### src/inc/dac_cfg_pkg.sv
// Package: constants, pin and analog-control carriers for the octal converter control block
package dac_cfg_pkg;

  // Widths and counts
  localparam int DATA_W = 12;
  localparam int ADDR_W = 5;
  localparam int NUM_CH = 8;

  // Address map: config word, channel data, zero and gain banks
  localparam logic [4:0] ADDR_CONFIG = 5'h00;
  localparam logic [1:0] BANK_DATA = 2'h1;
  localparam logic [1:0] BANK_ZERO = 2'h2;
  localparam logic [1:0] BANK_GAIN = 2'h3;

  // Configuration field positions
  localparam int BIT_READ_SEL = 11;
  localparam int BIT_SYNC_LOAD = 10;
  localparam int BIT_SOFT_RESET = 9;
  localparam int BIT_PD_A = 8;
  localparam int BIT_PD_B = 7;
  localparam int BIT_CAL_EN = 6;
  localparam int BIT_GBUSY = 5;
  localparam int BIT_SPAN_A = 4;
  localparam int BIT_SPAN_B = 3;

  // Reset values
  localparam logic [11:0] CONFIG_RESET = 12'h800;
  localparam logic [11:0] DATA_RESET = 12'h000;
  localparam logic [11:0] ZERO_RESET = 12'h000;
  localparam logic [11:0] GAIN_RESET = 12'h800;

  // Correction time per channel, and its cycle count at the 20 MHz clock
  localparam int CORR_TIME_NS = 500;
  localparam int CLK_PERIOD_NS = 50;
  localparam int CORR_CYCLES = (CORR_TIME_NS + CLK_PERIOD_NS - 1) / CLK_PERIOD_NS;
  localparam int CNT_W = 8;

  // Host pins as sampled
  typedef struct packed {
    logic cs_n;
    logic rd_wr_n;
    logic [ADDR_W-1:0] addr;
    logic [DATA_W-1:0] db;
    logic async_latch_load_pin_n;
  } host_pins_s;

  // Analog-side controls
  typedef struct packed {
    logic [NUM_CH-1:0][DATA_W-1:0] latch;
    logic [NUM_CH-1:0] output_enable;
    logic power_down_group_a;
    logic power_down_group_b;
    logic span_sel_a;
    logic span_sel_b;
    logic offset_reload_a;
    logic offset_reload_b;
    logic global_correction_busy;
  } analog_ctrl_s;

endpackage : dac_cfg_pkg

### src/rtl/octal_dac_config_control.sv
// Configuration register, correction engine and latch control of the octal converter
// How it works
// - Readback bit picks input or corrected data
// - Calibration keeps raw input, corrected word separate
// - Sync load copies data registers into latches
// - Loads refresh only channels written since last
// - Sync load bit clears after its update
// - Sync load writes ignored while load pin low
// - Calibration off: sync load updates latches two cycles after the chip-select rise is detected
// - Soft reset equals hardware reset, reads zero
// - Group A power-down disables channels 0-3
// - Group B power-down disables channels 4-7
// - Calibration corrects input with gain and zero
// - Calibration off: input passes straight through
// - Busy flag high while any channel pending
// - Busy flag zero when calibration disabled
// - Group A span bit selects x6 or x4
// - Group A span change reloads offset trim
// - Group B span bit selects x6 or x4
// - Group B span change reloads offset trim
// - Low three config bits ignore writes, read zero
// - Reset leaves only readback bit set
// - Each channel correction takes about 500 ns
`timescale 1ns/1ps
`default_nettype none

module octal_dac_config_control #(
  parameter int CORR_COUNT = dac_cfg_pkg::CORR_CYCLES
) (
  // Clock, reset, clock enable
  input wire logic mclk,
  input wire logic reset,
  input wire logic ce,
  // Host parallel pins and load pin
  input wire dac_cfg_pkg::host_pins_s pins,
  output logic [dac_cfg_pkg::DATA_W-1:0] db_out,
  output logic db_oe,
  // Analog-side controls
  output dac_cfg_pkg::analog_ctrl_s analog
);
  import dac_cfg_pkg::*;

  // Whole module state
  typedef struct packed {
    host_pins_s s1;
    host_pins_s s2;
    host_pins_s s3;
    logic cs_n_stable;
    logic load_n_stable;
    logic read_sel;
    logic sync_latch_update;
    logic power_down_group_a;
    logic power_down_group_b;
    logic calibration_engine_enable;
    logic span_a;
    logic span_b;
    logic [NUM_CH-1:0][DATA_W-1:0] input_data;
    logic [NUM_CH-1:0][DATA_W-1:0] dac_data;
    logic [NUM_CH-1:0][DATA_W-1:0] zero;
    logic [NUM_CH-1:0][DATA_W-1:0] gain;
    logic [NUM_CH-1:0][DATA_W-1:0] latch;
    logic [NUM_CH-1:0] accessed;
    logic [NUM_CH-1:0] channel_correction_busy;
    logic eng_active;
    logic [2:0] eng_ch;
    logic [CNT_W-1:0] eng_cnt;
    logic [DATA_W-1:0] rd_data;
    logic reload_a;
    logic reload_b;
  } state_s;

  // Reset image of the state
  function automatic state_s reset_state();
    state_s r;
    r = '0;
    // Idle pin image, so no false edge follows reset
    r.s1.cs_n = 1'b1;
    r.s2.cs_n = 1'b1;
    r.s3.cs_n = 1'b1;
    r.s1.async_latch_load_pin_n = 1'b1;
    r.s2.async_latch_load_pin_n = 1'b1;
    r.s3.async_latch_load_pin_n = 1'b1;
    r.cs_n_stable = 1'b1;
    r.load_n_stable = 1'b1;
    r.read_sel = CONFIG_RESET[BIT_READ_SEL];
    r.sync_latch_update = CONFIG_RESET[BIT_SYNC_LOAD];
    r.power_down_group_a = CONFIG_RESET[BIT_PD_A];
    r.power_down_group_b = CONFIG_RESET[BIT_PD_B];
    r.calibration_engine_enable = CONFIG_RESET[BIT_CAL_EN];
    r.span_a = CONFIG_RESET[BIT_SPAN_A];
    r.span_b = CONFIG_RESET[BIT_SPAN_B];
    // Data, zero, gain and latch defaults
    for (int i = 0; i < NUM_CH; i++) begin
      r.input_data[i] = DATA_RESET;
      r.dac_data[i] = DATA_RESET;
      r.zero[i] = ZERO_RESET;
      r.gain[i] = GAIN_RESET;
      r.latch[i] = DATA_RESET;
    end
    return r;
  endfunction : reset_state

  // Gain then signed zero offset, clamped to the code range
  function automatic logic [DATA_W-1:0] correct(input logic [DATA_W-1:0] din,
                                                input logic [DATA_W-1:0] g,
                                                input logic [DATA_W-1:0] z);
    logic [25:0] prod;
    logic signed [15:0] sum;
    prod = {14'h0000, din} * {13'h0000, 13'(g) + 13'h0800};
    sum = $signed({2'b00, prod[25:12]}) + 16'($signed(z));
    // Clamp to the code range
    if (sum < 0) begin
      correct = 12'h000;
    end else if (sum > 16'sh0fff) begin
      correct = 12'hfff;
    end else begin
      correct = sum[DATA_W-1:0];
    end
  endfunction : correct

  // Configuration word as read back
  function automatic logic [DATA_W-1:0] config_word(input state_s s, input logic gbusy);
    logic [DATA_W-1:0] w;
    // Reserved bits stay zero
    w = '0;
    w[BIT_READ_SEL] = s.read_sel;
    w[BIT_SYNC_LOAD] = s.sync_latch_update;
    w[BIT_SOFT_RESET] = 1'b0;
    w[BIT_PD_A] = s.power_down_group_a;
    w[BIT_PD_B] = s.power_down_group_b;
    w[BIT_CAL_EN] = s.calibration_engine_enable;
    w[BIT_GBUSY] = gbusy;
    w[BIT_SPAN_A] = s.span_a;
    w[BIT_SPAN_B] = s.span_b;
    return w;
  endfunction : config_word

  // Registered state and its next value
  state_s st_ff;
  state_s nxt_st;

  // Decode and engine helpers
  logic global_correction_busy;
  logic cs_rise;
  logic load_fall;
  logic wr_strobe;
  logic do_load;
  logic [2:0] wch;
  logic [1:0] wbank;
  logic [DATA_W-1:0] wdata;
  logic [NUM_CH-1:0] set_busy;
  logic [NUM_CH-1:0] set_access;
  logic [2:0] pick;
  logic found;
  logic sync_req;

  // Busy flag only while calibration enabled
  assign global_correction_busy = st_ff.calibration_engine_enable &
                                  (|st_ff.channel_correction_busy);

  // Next-state logic
  always_comb begin
    nxt_st = st_ff;
    set_busy = '0;
    set_access = '0;
    pick = 3'h0;
    found = 1'b0;
    do_load = 1'b0;
    sync_req = 1'b0;
    // Three-stage pin sampling, change accepted when stages two and three agree
    nxt_st.s1 = pins;
    nxt_st.s2 = st_ff.s1;
    nxt_st.s3 = st_ff.s2;
    if (st_ff.s2.cs_n == st_ff.s3.cs_n) begin
      nxt_st.cs_n_stable = st_ff.s3.cs_n;
    end
    if (st_ff.s2.async_latch_load_pin_n == st_ff.s3.async_latch_load_pin_n) begin
      nxt_st.load_n_stable = st_ff.s3.async_latch_load_pin_n;
    end
    // Edges and write strobe from the agreeing stages
    cs_rise = !st_ff.cs_n_stable && st_ff.s2.cs_n && st_ff.s3.cs_n;
    load_fall = st_ff.load_n_stable && !st_ff.s2.async_latch_load_pin_n &&
                !st_ff.s3.async_latch_load_pin_n;
    wr_strobe = cs_rise && !st_ff.s3.rd_wr_n;
    // Write address, bank and data from stage three
    wch = st_ff.s3.addr[2:0];
    wbank = st_ff.s3.addr[4:3];
    wdata = st_ff.s3.db;
    // Trim reload pulses last one cycle
    nxt_st.reload_a = 1'b0;
    nxt_st.reload_b = 1'b0;

    // Correction engine: one channel at a time, lowest pending first
    if (!st_ff.calibration_engine_enable) begin
      // Calibration turned off: pending channels take their raw input
      for (int i = 0; i < NUM_CH; i++) begin
        if (st_ff.channel_correction_busy[i]) begin
          nxt_st.dac_data[i] = st_ff.input_data[i];
        end
      end
      nxt_st.channel_correction_busy = '0;
      nxt_st.eng_active = 1'b0;
    end else if (st_ff.eng_active) begin
      if (st_ff.eng_cnt == '0) begin
        nxt_st.dac_data[st_ff.eng_ch] = correct(st_ff.input_data[st_ff.eng_ch],
                                                st_ff.gain[st_ff.eng_ch],
                                                st_ff.zero[st_ff.eng_ch]);
        nxt_st.channel_correction_busy[st_ff.eng_ch] = 1'b0;
        nxt_st.eng_active = 1'b0;
      end else begin
        nxt_st.eng_cnt = st_ff.eng_cnt - 1'b1;
      end
    end else begin
      // Lowest pending channel wins
      for (int i = NUM_CH - 1; i >= 0; i--) begin
        if (st_ff.channel_correction_busy[i]) begin
          pick = 3'(i);
          found = 1'b1;
        end
      end
      if (found) begin
        nxt_st.eng_active = 1'b1;
        nxt_st.eng_ch = pick;
        nxt_st.eng_cnt = CNT_W'(CORR_COUNT - 1);
      end
    end

    // Host writes, taken at the chip-select rising edge
    if (wr_strobe) begin
      if (st_ff.s3.addr == ADDR_CONFIG) begin
        // Config fields; the sync request is applied after the load logic
        nxt_st.read_sel = wdata[BIT_READ_SEL];
        if (st_ff.load_n_stable && wdata[BIT_SYNC_LOAD]) begin
          sync_req = 1'b1;
        end
        nxt_st.power_down_group_a = wdata[BIT_PD_A];
        nxt_st.power_down_group_b = wdata[BIT_PD_B];
        nxt_st.calibration_engine_enable = wdata[BIT_CAL_EN];
        nxt_st.span_a = wdata[BIT_SPAN_A];
        nxt_st.span_b = wdata[BIT_SPAN_B];
        nxt_st.reload_a = wdata[BIT_SPAN_A] != st_ff.span_a;
        nxt_st.reload_b = wdata[BIT_SPAN_B] != st_ff.span_b;
      end else if (wbank == BANK_DATA) begin
        // Data write: raw word kept, corrected copy pending while calibration is enabled, else copied straight
        set_access[wch] = 1'b1;
        if (st_ff.calibration_engine_enable) begin
          nxt_st.input_data[wch] = wdata;
          set_busy[wch] = 1'b1;
        end else begin
          nxt_st.input_data[wch] = wdata;
          nxt_st.dac_data[wch] = wdata;
        end
      end else if (wbank == BANK_ZERO) begin
        // Calibration word write re-queues the channel while calibration is enabled
        nxt_st.zero[wch] = wdata;
        set_access[wch] = 1'b1;
        set_busy[wch] = st_ff.calibration_engine_enable;
      end else if (wbank == BANK_GAIN) begin
        nxt_st.gain[wch] = wdata;
        set_access[wch] = 1'b1;
        set_busy[wch] = st_ff.calibration_engine_enable;
      end
    end

    // Latch update from the pin edge or a pending sync load once idle
    if (load_fall) begin
      do_load = 1'b1;
    end else if (st_ff.sync_latch_update && !global_correction_busy) begin
      do_load = 1'b1;
    end
    // Copy only accessed channels, then clear the marks
    if (do_load) begin
      for (int i = 0; i < NUM_CH; i++) begin
        if (st_ff.accessed[i]) begin
          nxt_st.latch[i] = nxt_st.dac_data[i];
        end
      end
      nxt_st.accessed = '0;
      nxt_st.sync_latch_update = 1'b0;
    end
    // Load pin held low drops a pending sync load
    if (!st_ff.load_n_stable) begin
      nxt_st.sync_latch_update = 1'b0;
    end
    // A new sync request wins over the clear of the same cycle
    if (sync_req) begin
      nxt_st.sync_latch_update = 1'b1;
    end
    // New writes win over clears in the same cycle
    nxt_st.accessed = nxt_st.accessed | set_access;
    nxt_st.channel_correction_busy = nxt_st.channel_correction_busy |
                                     (set_busy & {NUM_CH{nxt_st.calibration_engine_enable}});

    // Read data, reloaded every cycle while a read cycle is selected, held otherwise
    if (!st_ff.cs_n_stable && st_ff.s3.rd_wr_n) begin
      if (st_ff.s3.addr == ADDR_CONFIG) begin
        nxt_st.rd_data = config_word(st_ff, global_correction_busy);
      end else if (st_ff.s3.addr[4:3] == BANK_DATA) begin
        nxt_st.rd_data = st_ff.read_sel ? st_ff.dac_data[st_ff.s3.addr[2:0]]
                                        : st_ff.input_data[st_ff.s3.addr[2:0]];
      end else if (st_ff.s3.addr[4:3] == BANK_ZERO) begin
        nxt_st.rd_data = st_ff.zero[st_ff.s3.addr[2:0]];
      end else if (st_ff.s3.addr[4:3] == BANK_GAIN) begin
        nxt_st.rd_data = st_ff.gain[st_ff.s3.addr[2:0]];
      end else begin
        nxt_st.rd_data = '0;
      end
    end

    // Software reset restores the whole reset image
    if (wr_strobe && st_ff.s3.addr == ADDR_CONFIG && wdata[BIT_SOFT_RESET]) begin
      nxt_st = reset_state();
    end
  end

  // State register, frozen while the clock enable is low
  always_ff @(posedge mclk or posedge reset) begin
    if (reset) begin
      st_ff <= reset_state();
    end else if (ce) begin
      st_ff <= nxt_st;
    end
  end

  // Data bus drive while a read cycle is selected
  assign db_out = st_ff.rd_data;
  assign db_oe = !st_ff.cs_n_stable && st_ff.s3.rd_wr_n;

  // Analog-side controls
  always_comb begin
    analog.latch = st_ff.latch;
    analog.output_enable = {{4{!st_ff.power_down_group_b}},
                            {4{!st_ff.power_down_group_a}}};
    analog.power_down_group_a = st_ff.power_down_group_a;
    analog.power_down_group_b = st_ff.power_down_group_b;
    analog.span_sel_a = st_ff.span_a;
    analog.span_sel_b = st_ff.span_b;
    analog.offset_reload_a = st_ff.reload_a;
    analog.offset_reload_b = st_ff.reload_b;
    analog.global_correction_busy = global_correction_busy;
  end

endmodule : octal_dac_config_control

`default_nettype wire

### config.mk
export PLATFORM = sky130hd
export DESIGN_NAME = octal_dac_config_control
export DESIGN_NICKNAME = d
export VERILOG_FILES = /design/src/inc/dac_cfg_pkg.sv /design/src/rtl/octal_dac_config_control.sv
export SDC_FILE = /design/constraint.sdc
export NUM_CORES = 2
export LEC_CHECK = 0
export BUFFER_PORTS_ARGS = -buffer_cell sky130_fd_sc_hd__buf_2
export CORE_ASPECT_RATIO = 0.9
export CORE_UTILIZATION = 30
export CTS_BUF_LIST = sky130_fd_sc_hd__clkbuf_8
export DETAILED_ROUTE_END_ITERATION = 10
export SLEW_MARGIN = 10
export SYNTH_ARGS = -nofsm -noshare
export SYNTH_HDL_FRONTEND = slang
export SYNTH_SLANG_ARGS = --single-unit
### constraint.sdc
create_clock -name mclk -period 15 [get_ports mclk]
set_clock_uncertainty 0.05 [all_clocks]
set_input_delay 0 -clock mclk [delete_from_list [all_inputs] [get_ports mclk]]
set_output_delay 0 -clock mclk [all_outputs]
set_load 0.01 [all_outputs]
Yosys cells after proc, flatten, opt, wreduce, memory -nomap -nowiden. Cells that the tools add are included. W data, S select, Z words.

Word-level logic and storage cells: 282. Output and inout bits: 124. Register bits: 591.

Equality and inequality tests: 13. Reduce and logical (&&, ||, !) cells: 60. Mux-type cells: 120. Add/subtract/negate cells: 3. Bitwise operators: 7. $lt $le $gt $ge: 6. $mul: 1.

Operator list (count): $mux W96 (7); $mux W591 (1); $bwmux W96 (5); $mux W12 (37); $mux W389 (1); $mux W192 (2); $mux W384 (1); $bmux W12 S3 (7); $mux W8 (14); $mux W104 (1); $demux W12 S3 (2); $reduce_bool A2 Y1 (19); $mux W3 (9); $reduce_and A3 Y1 (9); $mul A12 B13 Y25 (1); $mux W1 (25); $and A8 B8 Y8 (3); $mux W9 (2); $or A8 B8 Y8 (2); $add A14 B12 Y15 (1); $gt A15 B13 Y1 const B (1); $lt A15 B1 Y1 const B (1); $add A12 B12 Y13 const B (1); $logic_and A1 B1 Y1 (12); other kinds (25) (46).

Longest topological paths before layout.
Word-level depth: 24. Mapped depth: 41.

Worst setup path before layout. OpenSTA, ideal clock, no wires.

Path kind: register to register. Start: register st_ff[23] (netlist name). End: register st_ff[335] (netlist name). Arrival: 9.909 ns. Period minus slack after synthesis: 10.080 ns. Path slack: 4.920 ns. Stages on the path, launching flop included: 40. Data required time: 14.828 ns. Path buffers: 8. Cell sequence: dfrtp_1 > buf_6 > clkbuf_1 > nor2b_1 > clkbuf_1 > and2_1 > clkbuf_1 > clkbuf_1 > a221oi_1 > nand3_1 > clkbuf_1 > nand2_1 > fa_1 > inv_1 > fa_1 > fa_1 > fa_1 > inv_1 > (+4 left out) > o21ai_0 > a2111o_1 > a32o_1 > a31o_2 > o41ai_1 > o21bai_1 > xor2_1 > ha_1 > clkbuf_1 > a21oi_1 > nand2_1 > o21bai_4 > and2_1 > clkbuf_2 > o221a_2 > o41ai_4 > o211ai_2 > a32o_1.

Cells in the longest elaborated chain, start to end: 21. Elaborated cells between the ends (all ways): 31. Those cells by class: 2 x add/sub; 1 x mul; 4 x order compare; 23 x mux; 1 x reduce/logical.

RTL lines: start, declared (RTL line octal_dac_config_control.sv:139) `state_s st_ff;`; start signal, assigned (RTL line octal_dac_config_control.sv:319) `st_ff <= reset_state();`; start signal, assigned (RTL line octal_dac_config_control.sv:321) `st_ff <= nxt_st;`; $bmux W12 S3 (RTL line octal_dac_config_control.sv:206) `st_ff.gain[st_ff.eng_ch],`; $mux W12 (not written as such) (RTL line octal_dac_config_control.sv:206); $add A12 B12 Y13 (RTL line octal_dac_config_control.sv:109) `prod = {14'h0000, din} * {13'h0000, 13'(g) + 13'h0800};`; $mul A12 B13 Y25 (RTL line octal_dac_config_control.sv:109); $add A14 B12 Y15 (RTL line octal_dac_config_control.sv:110) `sum = $signed({2'b00, prod[25:12]}) + 16'($signed(z));`; $gt A15 B13 Y1 (RTL line octal_dac_config_control.sv:114) `end else if (sum > 16'sh0fff) begin`; $mux W12 (RTL line octal_dac_config_control.sv:114); $mux W12 (RTL line octal_dac_config_control.sv:112) `if (sum < 0) begin`; (+5 left out); $mux W96 * (RTL line octal_dac_config_control.sv:203) `end else if (st_ff.eng_active) begin`; $mux W96 * (RTL line octal_dac_config_control.sv:194) `if (!st_ff.calibration_engine_enable) begin`; $bwmux W96 (RTL line octal_dac_config_control.sv:251) `nxt_st.dac_data[wch] = wdata;`; $mux W96 (RTL line octal_dac_config_control.sv:246) `if (st_ff.calibration_engine_enable) begin`; $mux W192 (RTL line octal_dac_config_control.sv:243) `end else if (wbank == BANK_DATA) begin`; $mux W384 (RTL line octal_dac_config_control.sv:230) `if (st_ff.s3.addr == ADDR_CONFIG) begin`; $mux W389 * (RTL line octal_dac_config_control.sv:229) `if (wr_strobe) begin`; $mux W591 * (RTL line octal_dac_config_control.sv:311) `if (wr_strobe && st_ff.s3.addr == ADDR_CONFIG && wdata[BIT_SOFT_RESET]) begin`.

Every way passes the cells marked *; elsewhere a longest branch is shown, timed or not. The select of a mux whose other input is x is not followed. A chain may end at the register's enable or synchronous reset.

Worst setup path in the final report.
Start: register st_ff[22] (netlist name). End: register st_ff, in the netlist analog[53].

Cells in the longest elaborated chain, start to end: 23. Elaborated cells between the ends (all ways): 33. Those cells by class: 2 x add/sub; 1 x mul; 4 x order compare; 25 x mux; 1 x reduce/logical.

RTL lines: $bmux W12 S3 (RTL line octal_dac_config_control.sv:206); $mux W12 (not written as such) (RTL line octal_dac_config_control.sv:206); $add A12 B12 Y13 (RTL line octal_dac_config_control.sv:109); $mul A12 B13 Y25 (RTL line octal_dac_config_control.sv:109); $add A14 B12 Y15 (RTL line octal_dac_config_control.sv:110); $gt A15 B13 Y1 (RTL line octal_dac_config_control.sv:114); $mux W12 (RTL line octal_dac_config_control.sv:114); $mux W12 (RTL line octal_dac_config_control.sv:112); (+7 left out); $bwmux W96 (RTL line octal_dac_config_control.sv:251); $mux W96 (RTL line octal_dac_config_control.sv:246); $mux W192 (RTL line octal_dac_config_control.sv:243); $mux W384 (RTL line octal_dac_config_control.sv:230); $mux W389 * (RTL line octal_dac_config_control.sv:229); $mux W12 * (RTL line octal_dac_config_control.sv:274) `if (st_ff.accessed[i]) begin`; $mux W104 * (RTL line octal_dac_config_control.sv:272) `if (do_load) begin`; $mux W591 * (RTL line octal_dac_config_control.sv:311).

Marked as above.

==> reports/results.ini <==
[setup_path]
cp.required_ns = 15.68
path_class = flop to flop
crit_start = st_ff[22]
setup.worst_path.start_class = flop
cp.arrival_ns = 12.53
slowest_delay_ns = 0.89
endpoint_kind = flop
crit_path_max_fanout = 24
cpLargestDelayFamily = compound AO/OA/AOI/OAI gates
cp_common_cell = fa_1
path_buf_inv = 6
cpMaxStageDelayCell = and2_1
r2r_start = st_ff[22]

[global_routing]
grt_max_degree = 81
grt_use_total_pct = 28.0
overflow = 0
antenna_found_initial = 14
grt_pass1_wl_mm = 261
grt_pass1_vias = 34800

[power]
total_power_mw = 6.26
swShare_pct = 46.5
power.internal_mw = 3.35
powerDensity_nw_per_um2 = 147
p_seq_share_pct = 35.2
irDropWorstVdd_mv = 0.107
power.share.clock_pct = 24.8
p_leak_nw = 18.4
pwr-share-comb_pct = 40.0
power_switching_mw = 2.91

[final_layout]
drive_above_1_share_pct = 14.2
fin_nets = 4249
syn2layout_area_growth_pct = 11.5

[die]
fp.coreArea_sq_um = 126000
core.rowCount = 123
initial_core_util_pct = 30.4
die_h_microns = 341
dieArea_sq_um = 129000
die_w_microns = 379
io_pins = 147

[sta]
tightestPinTransition_ns = 1.50
drv_slew = 1
hold_viol_final = 0
fin_crit_sh_pct = 79.0
fmax_mhz = 84.4
finalSetupTns_ns = 0
maxSlewHeadroom_pct = -0.621
min_period_ns = 11.85
setup_viol = 0
rsz0062_at_grt = no

[run]
maxCapViolations = 1

[logic_synthesis]
synth.area.top_cells = dfrtp_1 38%, fa_1 5.8%, a32o_1 4.8%, nand2_1 4.7%, a22o_1 4.5%
syn_area_per_cell_sq_um = 9.41
synth_top_area_cell = dfrtp_1
async_flop_share_pct = 100
synth_top_area_share_pct = 37.5
synth_edf_count = 0
synth_ff_type = dfrtp_1
ys_seq_elements = 591
synth_cells = 4070
syn_area_sq_um = 38300
synth-warning-count = 0
ys_seq_area_share_pct = 38.7
yosys.cell_types.count = 102

[detailed_routing]
routed_wl_mm = 184
drtPass1Iterations = 9
drc = 0
routedWlPerCell_microns = 31.7
via_per_inst = 6.29
drt-initial-drc-count = 5812
vias = 36600
ant_nets = 0

[clock_network]
cts.sinks = 591
clock_latency_ns = 0.86
numCtsBuffers = 100
cts_setup_buffers = 0
cts.clk_slew.worst_paths_ns = 0.06
clock-root-buffer = clkbuf_8
postCtsHoldBufs = 54
cts-resized-gates = 0
cts_max_level = 3
cts.path.max_buffers = 3
cts_tree = built

[placed_design]
io_buffers = 146
place_hpwl_mm = 131
place.gp.congestion = 1.07

[status]
status = finished, violations left
failed_checks = capacitance limit, slew limit

[worst_hold_path]
min-delay-start = ce
hp-class = primary input to flop

==> layer usage <==
layer  global-route usage (%)  vias to the layer above  part of all wire, %
li1                         -                    14900                    -
met1                     38.6                    18400                   41
met2                     37.6                     2809                   39
met3                     12.9                      545                   15
met4                     10.3                       16                  4.4
met5                        0                        -                0.060
==> sequential cells by signal (all words and copies together), names as in the netlist <==
name	flops
wdata	12
db_out	12
st_ff	465
analog	102
==> final cells by class <==
cell class              instances  area (sq um)
diodes                          9          22.5
clock buffers                 119          1640
clock inverters                55           417
fillers                     12900         83000
inverters                     195           738
multi-input cells            2818         20600
flip-flops and latches        591         14800
well taps                    1687          2110
repair buffers                339          2320
==> worst reg2reg max path, delay by kind of cell (launching register included) <==
family	cells	cell delay, ns
AO/OA/AOI/OAI	12	3.51
XOR/XNOR	1	0.17
adder cells (fa/ha/maj)	7	3.23
buffers and inverters	6	0.89
flip-flops	1	0.85
AND/OR/NAND/NOR	6	3.03
==> kinds of logic after synthesis <==
family	synth area share (%)
AO/OA/AOI/OAI	26.5
XOR/XNOR	0.637
adder cells (fa/ha/maj)	8.07
buffers and inverters	7.79
flip-flops	38.7
multiplexers	5.85
other	0.00979
AND/OR/NAND/NOR	12.5
==> placed cells by master, fill, tap and decap left out, types with 17 or more instances in the layout <==
master and count:
o2bb2ai_1 52, buf_2 145, a21oi_1 169, nor2b_1 33, mux2i_1 145, buf_4 140, nor2_1 239, fa_1 110
nand2b_1 22, o31ai_1 27, nor3_1 46, dfrtp_1 566, o21ai_0 205, xnor2_1 19, a22oi_1 70, a22o_1 195
clkbuf_8 119, ha_1 71, o211ai_1 86, dfstp_2 17, nand2_1 481, a211oi_1 23, dlygate4sd3_1 54, a31oi_1 19
a32o_1 184, nand3_1 68, inv_1 223, mux2_2 38, and2_1 39, nand4_1 18, o22ai_1 109, a221oi_1 21
nor3b_1 23
==> final timing paths <==
path,slack [ns],endpoint,depth (start not counted)
min,0.21,st_ff[570],4
max,3.15,analog[53],32
min reg2reg,0.43,analog[64],2
max reg2reg,3.15,analog[53],32
max in group asynchronous,11.48,analog[64],7
min in group asynchronous,0.33,st_ff[24],4
==> cell usage after synthesis, types with 14 or more instances <==
cell type and instances:
a211oi_1 23, a21o_1 15, a21oi_1 169, a221oi_1 21, a22o_1 195, a22oi_1 70, a31oi_1 19, a32o_1 184
and2_1 39, buf_1 28, buf_4 122, clkbuf_1 305, dfrtp_1 574, dfstp_2 17, fa_1 110, ha_1 71
inv_1 192, mux2_2 38, mux2i_1 145, mux4_2 15, nand2_1 482, nand2b_1 22, nand3_1 69, nand4_1 18
nor2_1 248, nor2b_1 33, nor3_1 49, nor3b_1 24, nor4_1 22, o211ai_1 86, o21ai_0 220, o221ai_1 14
o22ai_1 109, o2bb2ai_1 52, o31ai_1 27, or3_1 14, xnor2_1 19
==> per-stage QoR <==
step / instance area (sq um) / hold WS, ns / worst slack (ns) / instances / util (%)
floorplan: 38300 / 0.0868 / 4.92 / 4072 / -
global placement: 40100 / 0.0608 / 3.72 / 5576 / 31.9
detailed placement: 40100 / 0.0646 / 3.44 / 5576 / 31.9
CTS: 42700 / 0.118 / 3.36 / 5804 / 33.9
global route: 42700 / 0.206 / 2.56 / 5805 / 33.9
finish: 42700 / 0.207 / 3.15 / 5813 / 34.0
==> power groups by stage <==
stage / sequential [mW] / clock (mW) / combinational [mW]
2_1_floorplan: 1.96 / 0 / 1.46
3_3_place_gp: 2.19 / 0 / 2.34
3_5_place_dp: 2.19 / 0 / 2.36
4_1_cts: 2.16 / 1.56 / 2.38
5_1_grt: 2.20 / 1.63 / 2.59
6_report: 2.21 / 1.55 / 2.50
Note: power is estimated with default switching activity, not from simulation.
